File: config.mk
export PLATFORM = sky130hd
export DESIGN_NAME = network_time_unit
export DESIGN_NICKNAME = d
export VERILOG_FILES = /design/src/verilog/time_unit_pkg.sv /design/src/verilog/time_bus_if.sv /design/src/verilog/edge_stamp.sv /design/src/verilog/network_time_unit.sv
export SDC_FILE = /design/constraint.sdc
export NUM_CORES = 1
export LEC_CHECK = 0
export ABC_AREA = 0
export BUFFER_PORTS_ARGS = -buffer_cell sky130_fd_sc_hd__buf_2
export CORE_AREA = 2 2 171 299
export DETAILED_ROUTE_END_ITERATION = 7
export DIE_AREA = 0 0 173 301
export HOLD_SLACK_MARGIN = 0.02
export SYNTH_ARGS = -nofsm -noshare
export SYNTH_HDL_FRONTEND = slang
export SYNTH_HIERARCHICAL = 1
export SYNTH_SLANG_ARGS = --single-unit
File: constraint.sdc
create_clock -name clk_sys -period 18.3 [get_ports clk_sys]
set_input_delay 3.66 -clock clk_sys [delete_from_list [all_inputs] [get_ports clk_sys]]
set_output_delay 3.66 -clock clk_sys [all_outputs]
set_load 0.02 [all_outputs]
File: src/verilog/time_unit_pkg.sv
// Shared constants and types of the network time stamp unit
package time_unit_pkg;
    // Time base and clock
    localparam int TIME_W = 32;
    localparam int CLK_PERIOD_NS = 25;
    localparam int US_NS = 1000;
    localparam int US_TICK_CYCLES = US_NS / CLK_PERIOD_NS;
    // Start-of-cycle frame trails the system tick by this many microseconds
    localparam int SOC_DELAY_US = 20;
    localparam logic [31:0] SOC_DELAY = 32'h0000_0014;
    // Reset values
    localparam logic [31:0] TIME_RST = 32'h0000_0000;
    localparam logic [31:0] ZERO_DIFF = 32'h0000_0000;
    // Which network the reference time comes from
    typedef enum logic {
        NET_BACKPLANE,
        NET_REALTIME_ETH
    } net_src_t;
    // Timed output scheduler states
    typedef enum logic {
        OUT_IDLE,
        OUT_ARMED
    } out_state_t;
    // Measurement states
    typedef enum logic {
        MEAS_IDLE,
        MEAS_RUN
    } meas_state_t;
endpackage

File: src/verilog/time_bus_if.sv
// Carries corrected network time from the time base to its stamping units
`timescale 1ns/1ps
interface time_bus_if;
    logic [31:0] network_time;
    modport src (output network_time);
    modport dst (input network_time);
endinterface

File: src/verilog/edge_stamp.sv
// Timed input: stamps input edges with network time and measures spans
`timescale 1ns/1ps
module edge_stamp
    import time_unit_pkg::*;
(
    // Clock and reset
    input wire logic clk_sys,
    input wire logic rst_b,
    // Time from the time base
    time_bus_if.dst tb,
    // Input pin and option
    input wire logic in_pin,
    input wire logic fall_en,
    // Stamp results
    output logic stamp_valid,
    output logic [31:0] stamp_time,
    output logic stamp_rise,
    output logic [31:0] span_time
);
    logic pin_q, pin_d;
    logic valid_q, valid_d;
    logic rise_q, rise_d;
    logic [31:0] time_q, time_d;
    logic [31:0] span_q, span_d;
    logic have_q, have_d;
    logic rise_ev, fall_ev;

    // Edge detection on the sampled pin
    assign rise_ev = in_pin && !pin_q;
    assign fall_ev = !in_pin && pin_q && fall_en;

    // Next stamp; span is the gap to the previous stamped event
    always_comb begin
        pin_d = in_pin;
        valid_d = 1'b0;
        rise_d = rise_q;
        time_d = time_q;
        span_d = span_q;
        have_d = have_q;
        if (rise_ev || fall_ev) begin
            valid_d = 1'b1;
            rise_d = rise_ev;
            time_d = tb.network_time;
            have_d = 1'b1;
            if (have_q) begin
                span_d = tb.network_time - time_q;
            end
        end
    end

    always_ff @(posedge clk_sys) begin
        if (!rst_b) begin
            pin_q <= 1'b0;
            valid_q <= 1'b0;
            rise_q <= 1'b0;
            time_q <= TIME_RST;
            span_q <= TIME_RST;
            have_q <= 1'b0;
        end else begin
            pin_q <= pin_d;
            valid_q <= valid_d;
            rise_q <= rise_d;
            time_q <= time_d;
            span_q <= span_d;
            have_q <= have_d;
        end
    end

    assign stamp_valid = valid_q;
    assign stamp_time = time_q;
    assign stamp_rise = rise_q;
    assign span_time = span_q;
endmodule

File: src/verilog/network_time_unit.sv
// Microsecond network time base with offset correction, stamping and scheduling
`timescale 1ns/1ps
// How it works
// - 32-bit time counters advance each microsecond and wrap freely.
// - Counters start from the controller's system time at link startup.
// - Time is latched into a holding register on every system clock tick.
// - Backplane reference time sits at the link cycle's midpoint.
// - Real-time Ethernet reference time sits at the cycle frame, 20 us after tick.
// - That reference equals system time minus cycle time plus 20 us.
// - Each update except startup stores received time minus the local counter as difference.
// - Event time is local counter plus the stored difference.
// - A timestamp event captures network time at once for delivery.
// - Inputs stamp rising and optionally falling edges, and report spans.
// - Outputs switch at requested network times, forming pulse patterns.
// - Measurements capture both start and end moments for transfer.
module network_time_unit
    import time_unit_pkg::*;
#(
    parameter int TICK_CYCLES = US_TICK_CYCLES
) (
    // Clock and reset
    input wire logic clk_sys,
    input wire logic rst_b,
    // Time update from the controller, one per link cycle
    input wire logic upd_valid,
    input wire logic upd_start,
    input wire logic [31:0] upd_time,
    input wire logic net_sel,
    input wire logic [31:0] cycle_us,
    // System clock tick and held time
    input wire logic sys_tick,
    output logic [31:0] held_time,
    output logic [31:0] network_time,
    // Timed input
    input wire logic in_pin,
    input wire logic in_fall_en,
    output logic in_stamp_valid,
    output logic [31:0] in_stamp_time,
    output logic in_stamp_rise,
    output logic [31:0] in_span_time,
    // Timed output requests
    input wire logic out_req_valid,
    output logic out_req_ready,
    input wire logic [31:0] out_req_time,
    input wire logic out_req_level,
    output logic out_pin,
    // Timed measurement
    input wire logic meas_start,
    input wire logic meas_end,
    output logic meas_done,
    output logic [31:0] meas_start_time,
    output logic [31:0] meas_end_time
);
    localparam logic [7:0] TICK_LAST = 8'(TICK_CYCLES - 1);

    time_bus_if tb ();

    logic [7:0] pre_q, pre_d;
    // Cycles since the last tick, kept only for the period check
    logic [7:0] since_q, since_d;
    logic us_tick;
    logic [31:0] local_q, local_d;
    logic [31:0] diff_q, diff_d;
    logic [31:0] net_q, net_d;
    logic [31:0] held_q, held_d;
    logic [31:0] ref_time;

    // Signed distance from now to a target; negative or zero means reached
    function automatic logic is_due(input logic [31:0] target, input logic [31:0] now);
        logic [31:0] gap;
        gap = target - now;
        is_due = gap[31] || (gap == ZERO_DIFF);
    endfunction

    // Reference time of the incoming update; the update arrives at cycle start
    always_comb begin
        if (net_sel == NET_REALTIME_ETH) begin
            ref_time = upd_time - cycle_us + SOC_DELAY;
        end else begin
            ref_time = upd_time - {1'b0, cycle_us[31:1]};
        end
    end

    // Microsecond prescaler from the system clock
    always_comb begin
        since_d = since_q + 8'h01;
        if (pre_q == TICK_LAST) begin
            pre_d = 8'h00;
            since_d = 8'h00;
        end else begin
            pre_d = pre_q + 8'h01;
        end
    end
    assign us_tick = (pre_q == TICK_LAST);

    // Local counter and stored difference; wrap is intended, values are relative
    always_comb begin
        local_d = local_q;
        diff_d = diff_q;
        if (us_tick) begin
            local_d = local_q + 32'h0000_0001;
        end
        if (upd_valid && upd_start) begin
            // Startup loads the counter directly, so no difference is left
            local_d = ref_time;
            diff_d = ZERO_DIFF;
        end else if (upd_valid) begin
            // Updates come once per link cycle from the controller
            diff_d = ref_time - local_q;
        end
        net_d = local_d + diff_d;
    end

    // Holding register for reads, refreshed at every system tick
    always_comb begin
        held_d = held_q;
        if (sys_tick) begin
            held_d = net_q;
        end
    end

    always_ff @(posedge clk_sys) begin
        if (!rst_b) begin
            pre_q <= 8'h00;
            since_q <= 8'h00;
            local_q <= TIME_RST;
            diff_q <= ZERO_DIFF;
            net_q <= TIME_RST;
            held_q <= TIME_RST;
        end else begin
            pre_q <= pre_d;
            since_q <= since_d;
            local_q <= local_d;
            diff_q <= diff_d;
            net_q <= net_d;
            held_q <= held_d;
        end
    end

    assign tb.network_time = net_q;
    assign held_time = held_q;
    assign network_time = net_q;

    // Timed input stamping
    edge_stamp u_edge_stamp (
        .clk_sys(clk_sys),
        .rst_b(rst_b),
        .tb(tb),
        .in_pin(in_pin),
        .fall_en(in_fall_en),
        .stamp_valid(in_stamp_valid),
        .stamp_time(in_stamp_time),
        .stamp_rise(in_stamp_rise),
        .span_time(in_span_time)
    );

    // Timed output: one pending edge at a time, the controller feeds the next
    out_state_t ost_q, ost_d;
    logic [31:0] tgt_q, tgt_d;
    logic lvl_q, lvl_d;
    logic pin_q, pin_d;
    logic out_fire;

    assign out_req_ready = (ost_q == OUT_IDLE);
    assign out_fire = (ost_q == OUT_ARMED) && is_due(tgt_q, net_q);

    // A target already past fires at once; the controller keeps them ahead
    always_comb begin
        ost_d = ost_q;
        tgt_d = tgt_q;
        lvl_d = lvl_q;
        pin_d = pin_q;
        case (ost_q)
            OUT_IDLE: begin
                if (out_req_valid) begin
                    tgt_d = out_req_time;
                    lvl_d = out_req_level;
                    ost_d = OUT_ARMED;
                end
            end
            OUT_ARMED: begin
                if (out_fire) begin
                    pin_d = lvl_q;
                    ost_d = OUT_IDLE;
                end
            end
            default: begin
                ost_d = OUT_IDLE;
            end
        endcase
    end

    always_ff @(posedge clk_sys) begin
        if (!rst_b) begin
            ost_q <= OUT_IDLE;
            tgt_q <= TIME_RST;
            lvl_q <= 1'b0;
            pin_q <= 1'b0;
        end else begin
            ost_q <= ost_d;
            tgt_q <= tgt_d;
            lvl_q <= lvl_d;
            pin_q <= pin_d;
        end
    end

    assign out_pin = pin_q;

    // Measurement window: start moment kept until the end moment arrives
    meas_state_t mst_q, mst_d;
    logic [31:0] mstart_q, mstart_d;
    logic [31:0] mend_q, mend_d;
    logic mdone_q, mdone_d;

    always_comb begin
        mst_d = mst_q;
        mstart_d = mstart_q;
        mend_d = mend_q;
        mdone_d = 1'b0;
        case (mst_q)
            MEAS_IDLE: begin
                if (meas_start) begin
                    mstart_d = net_q;
                    mst_d = MEAS_RUN;
                end
            end
            MEAS_RUN: begin
                if (meas_end) begin
                    mend_d = net_q;
                    mdone_d = 1'b1;
                    mst_d = MEAS_IDLE;
                end
            end
            default: begin
                mst_d = MEAS_IDLE;
            end
        endcase
    end

    always_ff @(posedge clk_sys) begin
        if (!rst_b) begin
            mst_q <= MEAS_IDLE;
            mstart_q <= TIME_RST;
            mend_q <= TIME_RST;
            mdone_q <= 1'b0;
        end else begin
            mst_q <= mst_d;
            mstart_q <= mstart_d;
            mend_q <= mend_d;
            mdone_q <= mdone_d;
        end
    end

    assign meas_done = mdone_q;
    assign meas_start_time = mstart_q;
    assign meas_end_time = mend_q;
endmodule

Word-level counts from Yosys, hierarchy flattened
Cells that the tools add are included.
Word-level totals
  register bits: 305
  bits of input ports: 108
Cells by class
  $add $sub $neg: 9
  equality and inequality tests: 1
  multiplexer cells: 13
  bitwise logic cells: 3
  reduce and logical (&&, ||, !) cells: 17
Operators by type and width (count)
  32-bit 2-to-1 mux: 5
  32-bit subtractor: 4
  32-bit by 1-bit adder with 32-bit output (second input constant): 1
  32-bit adder: 1
  32-bit by 5-bit adder with 32-bit output (second input constant): 1
  32-bit zero test: 1
  32-bit by 31-bit subtractor with 32-bit output: 1
  2-bit AND reduction: 6
  8-bit by 1-bit adder with 8-bit output (second input constant): 1
  8-bit by 6-bit equality test with 1-bit output (second input constant): 1
  1-bit 2-to-1 mux: 6
  1-bit logical AND: 5
  1-bit one-hot mux with 2 select lines: 2
  1-bit NOT: 3
  1-bit zero test: 2
  1-bit logical OR: 2
  2-bit OR reduction: 1

Logic depth before layout (Yosys ltp)
  depth in word-level cells: 7
  depth in mapped cells: 36
  mapped depth without buffers: 36

Cells and area by module
The synthesis kept the hierarchy.
By module, submodules not included
  network_time_unit: instances 1, cells an instance 2246, area an instance 17680.7 um^2
  edge_stamp: instances 1, cells an instance 593, area an instance 4413.0 um^2

Worst setup path before layout
Ideal clock, no wire load.
  path kind: input -> register
  from: input port upd_time[0]
  to: register net_q[30] (netlist: network_time[30])
  data arrival time: 9.774 ns
  path slack: 8.405 ns
  stages: 27
  buffers on the path: 0
  path through: inv_1 -> ha_1 -> inv_1 -> fa_1 -> a21o_1 -> a21oi_1 -> o21bai_1 -> a211o_1 -> a41o_1 -> a221o_1 -> a21o_1 -> a2111oi_0 -> a221oi_1 -> ha_1 -> o21a_1 -> nor2_1 -> or3b_2 -> a21oi_1 -> a211oi_1 -> a221o_1 -> ha_1 -> and3_1 -> a221oi_1 -> a21oi_1 -> a2111oi_0 -> a21oi_1 -> mux2i_1
Between the ends
  cells in the longest elaborated chain, start to end: 7
  elaborated cells on any way between the ends: 9
RTL lines
  from (decl): line network_time_unit.sv:27  | input wire logic [31:0] upd_time,
  32-bit subtractor: line network_time_unit.sv:78  | ref_time = upd_time - cycle_us + SOC_DELAY;
  32-bit by 5-bit adder with 32-bit output: line network_time_unit.sv:78
  32-bit 2-to-1 mux *: line network_time_unit.sv:77  | if (net_sel == NET_REALTIME_ETH) begin
  32-bit subtractor *: line network_time_unit.sv:109  | diff_d = ref_time - local_q;
  32-bit 2-to-1 mux *: line network_time_unit.sv:107  | end else if (upd_valid) begin
  32-bit 2-to-1 mux *: line network_time_unit.sv:103  | if (upd_valid && upd_start) begin
  named net diff_d[24]: line network_time_unit.sv:63  | logic [31:0] diff_q, diff_d;
  32-bit adder *: line network_time_unit.sv:111  | net_d = local_d + diff_d;
  to (signal assigned): line network_time_unit.sv:135  | net_q <= net_d;
  to (decl): line network_time_unit.sv:64  | logic [31:0] net_q, net_d;
The timed path passes the listed nets; every way through them passes the cells marked *.
A chain may end at the register's enable or synchronous reset.

Final worst setup path
  from: input port upd_time[0]
  to: register net_q[31] (netlist: network_time[31])
The elaborated chain is that of the path after synthesis.

==> qor.json <==
{
  "syn_area_per_cell_sq_um": 7.78,
  "worst-path-max-fanout": 6,
  "remaining_drc_errors": 0,
  "post-layout-total-power_mw": 3.05,
  "mappedNetlistArea_sq_mm": 0.0221,
  "cp_data_arrival_time_ns": 11.12,
  "finalWirelength_um": 75900,
  "launching_instance_or_port_of_the_critical_path": "upd_time[0]",
  "cts_inserted_buffers": 29,
  "critPathLaunchType": "input port",
  "antenna_violating_nets_post_route": 0,
  "synth_cell_type_count": 95,
  "worst_setup_hold_path_clk_slew_ns": 0.07,
  "setup-tns-final_ns": 0,
  "cts_post_setup_buffers_inserted": 0,
  "portBuffers": 304,
  "synth_sequential_area_ratio_pct": 27.6,
  "worst_reg2reg_path_depth": 23,
  "worst_r2r_start": "local_q[0]",
  "grt_max_degree": 80,
  "routedLengthMet1_um": 27900,
  "max_cap_viol_count": 0,
  "ctsHtreeMaxLevel": 1,
  "grt_pass1_wl_um": 116000,
  "initialDrtViolationCount": 1094,
  "syn-num-nets": 3171,
  "power.static_leakage_nw": 11.7,
  "crit_path_top_delay_cell": "or3b_2",
  "max_freq_mhz": 94.2,
  "fp.dieArea_sq_mm": 0.0521,
  "routed-wl-met2_um": 40900,
  "io_pins": 305,
  "grt_overflow_total": 0,
  "num_vias": 21600,
  "synth.ff_latch_count": 305,
  "mostFrequentLayoutCell": "nand2_1",
  "met3_length_um": 2750,
  "min_delay_path_class": "reg -> reg",
  "dp.final_hpwl_um": 60100,
  "top_area_cells_in_the_synthesized_netlist": "dfxtp_1, ha_1, a21oi_1",
  "diodes": 0,
  "drt-pass1-iter-count": 5,
  "num-fill-cells": 4965,
  "final.setup_skew_ns": 0.0163,
  "setup.worst_path.end": "network_time[31]",
  "setup_repair_after_global_routing_missed_its_margin": "no",
  "clockRootBuffer": "clkbuf_16",
  "ys.flop_type": "dfxtp_1",
  "maxSlewViolCount": 0,
  "numClockSinks": 305,
  "final_cell_mix": "nand2_1, dfxtp_1, buf_2",
  "final_period_minus_worst_setup_slack_ns": 10.62,
  "worstPathRequired_ns": 18.80,
  "netlist.area_leader.share_pct": 27.6,
  "reg2reg_setup_slack_ns": 12.30,
  "power_density_over_cell_area_mw_per_mm2": 121,
  "grtUsageTotal_pct": 28.1,
  "finalSetupViolCount": 0,
  "insertion_delay_ns": 0.59,
  "core_footprint_sq_mm": 0.0495,
  "reg2reg_to": "network_time[30]",
  "start_util_pct": 44.7,
  "final_setup_margin_ns": 7.68,
  "grt_antenna_before_repair": 0,
  "first_global_vias": 21600,
  "worstSetupPathType": "in -> reg",
  "finalHoldViolations": 0,
  "status": "finished, final reports clean",
  "tritoncts": "done",
  "die_height_um": 301,
  "max-slew-margin-rel_pct": 18.4,
  "post_dp_cell_area_sq_mm": 0.0243,
  "async_reset_ff_share_pct": 0,
  "netlist_instances": 2839,
  "synthesis.yosys.warnings": 6,
  "crit_path_max_incr_delay_ns": 0.47,
  "routabilityCongestion": 0.981,
  "area_overhead_vs_synth_pct": 14.5,
  "max-clock-path-buffers": 3,
  "ctsResizeCount": 0,
  "finalNetCount": 3435,
  "count_of_hold_buffers_inserted_by_post_cts_repair": 0,
  "tightest_slew_ns": 1.22,
  "top_layer": "met4",
  "die_w_um": 173,
  "final_design_area_no_fill_sq_mm": 0.0253,
  "num_rows": 108,
  "final_layout_size_suffix_gt1_share_pct": 14.3,
  "final_min_period_over_clock_period_pct": 58.0,
  "ir_drop_mv": 0.0605,
  "hold_depth": 2,
  "synth_edf_count": 0,
  "detailed_route_wire_length_per_cell_um": 20.0,
  "netlist.top_cell.by_area": "dfxtp_1",
  "pre_cts_ws_ns": 7.18,
  "routed_via_density": 5.70,
  "finalCoreUtilization_pct": 51.2,
  "crit_path_end_kind": "flip-flop",
  "critical_path.most_common_cell": "ha_1"
}
[where the power goes]
part | internal (mW) | switching (mW) | leakage [nW]
logic | 0.609 | 1.02 | 8.75
registers | 0.741 | 0.0569 | 2.49
clock network | 0.350 | 0.281 | 0.472
[through the flow]
| step | hold slack, ns | std cells |
|---|---|---|
| after floorplan | 0.418 | 2839 |
| after global placement | 0.432 | 3732 |
| after detailed placement | 0.443 | 3732 |
| after CTS | 0.452 | 3785 |
| after global routing | 0.475 | 3785 |
| final | 0.451 | 3785 |
[critical path: cells and delay by family]
| family | cells | cell delay [ns] |
|---|---|---|
| compound gates | 17 | 4.61 |
| fa+ha+maj | 4 | 1.41 |
| simple gates | 4 | 0.78 |
| buf+inv | 3 | 0.23 |
| mux | 1 | 0.23 |
| xor+xnor | 1 | 0.20 |
[state kept, by name (all words and copies together), names as in the netlist]
signal / count
diff_q: 32
held_time: 32
local_q: 32
lvl_q: 1
meas_done: 1
meas_end_time: 32
meas_start_time: 32
mst_q: 1
network_time: 32
ost_q: 1
out_pin: 1
pre_q: 8
tgt_q: 32
u_edge_stamp/have_q: 1
u_edge_stamp/pin_q: 1
u_edge_stamp/span_time: 32
u_edge_stamp/stamp_rise: 1
u_edge_stamp/stamp_time: 32
u_edge_stamp/stamp_valid: 1
[kinds of logic after synthesis]
group,share of synthesized area [%]
buf+inv,5.51
fa+ha+maj,12.9
compound gates,24.5
xor+xnor,5.67
mux,3.12
flops,27.6
simple gates,20.7
[synth_stat cells, drive strengths merged, types with 13 or more instances]
library cell	n
clkbuf	95
a21boi	16
xor2	45
o21ai	135
mux2i	55
nand2	369
dfxtp	305
o211ai	16
nor3b	13
and3	34
a31oi	25
a21oi	278
o21a	35
nand3	69
a21o	92
o21bai	24
nor2b	30
nand4	30
and2	68
o31ai	16
xnor2	98
nand2b	34
or3	21
buf	16
ha	218
nor3	46
a22o	47
a211oi	26
inv	210
nor2	188
[worst min path at each step]
stage / slack, ns / start / endpoint
2_1_floorplan: 0.42 / pre_q[0] / pre_q[0]
3_3_place_gp: 0.43 / pre_q[0] / pre_q[0]
3_5_place_dp: 0.44 / meas_start_time[0] / meas_start_time[0]
4_1_cts: 0.45 / meas_start_time[0] / meas_start_time[0]
5_1_grt: 0.47 / meas_start_time[7] / meas_start_time[7]
6_report: 0.45 / meas_start_time[9] / meas_start_time[9]
[routing by layer]
layer	vias to the layer above	GRT usage [%]
li1	10600	-
met1	10100	28.0
met2	649	56.4
met3	219	2.35
met4	0	15.4
met5	-	0
[layout make-up]
cell class	instances	area [sq um]	share of cell area [%]
clock buffer	38	790	3.12
clock inverter	15	181	0.717
inverter	210	791	3.12
multi-input combinational	2213	14800	58.5
sequential	305	6110	24.1
tap	660	826	3.26
timing repair buffer	344	1820	7.20
No activity file was read; power rests on OpenSTA's default activity.
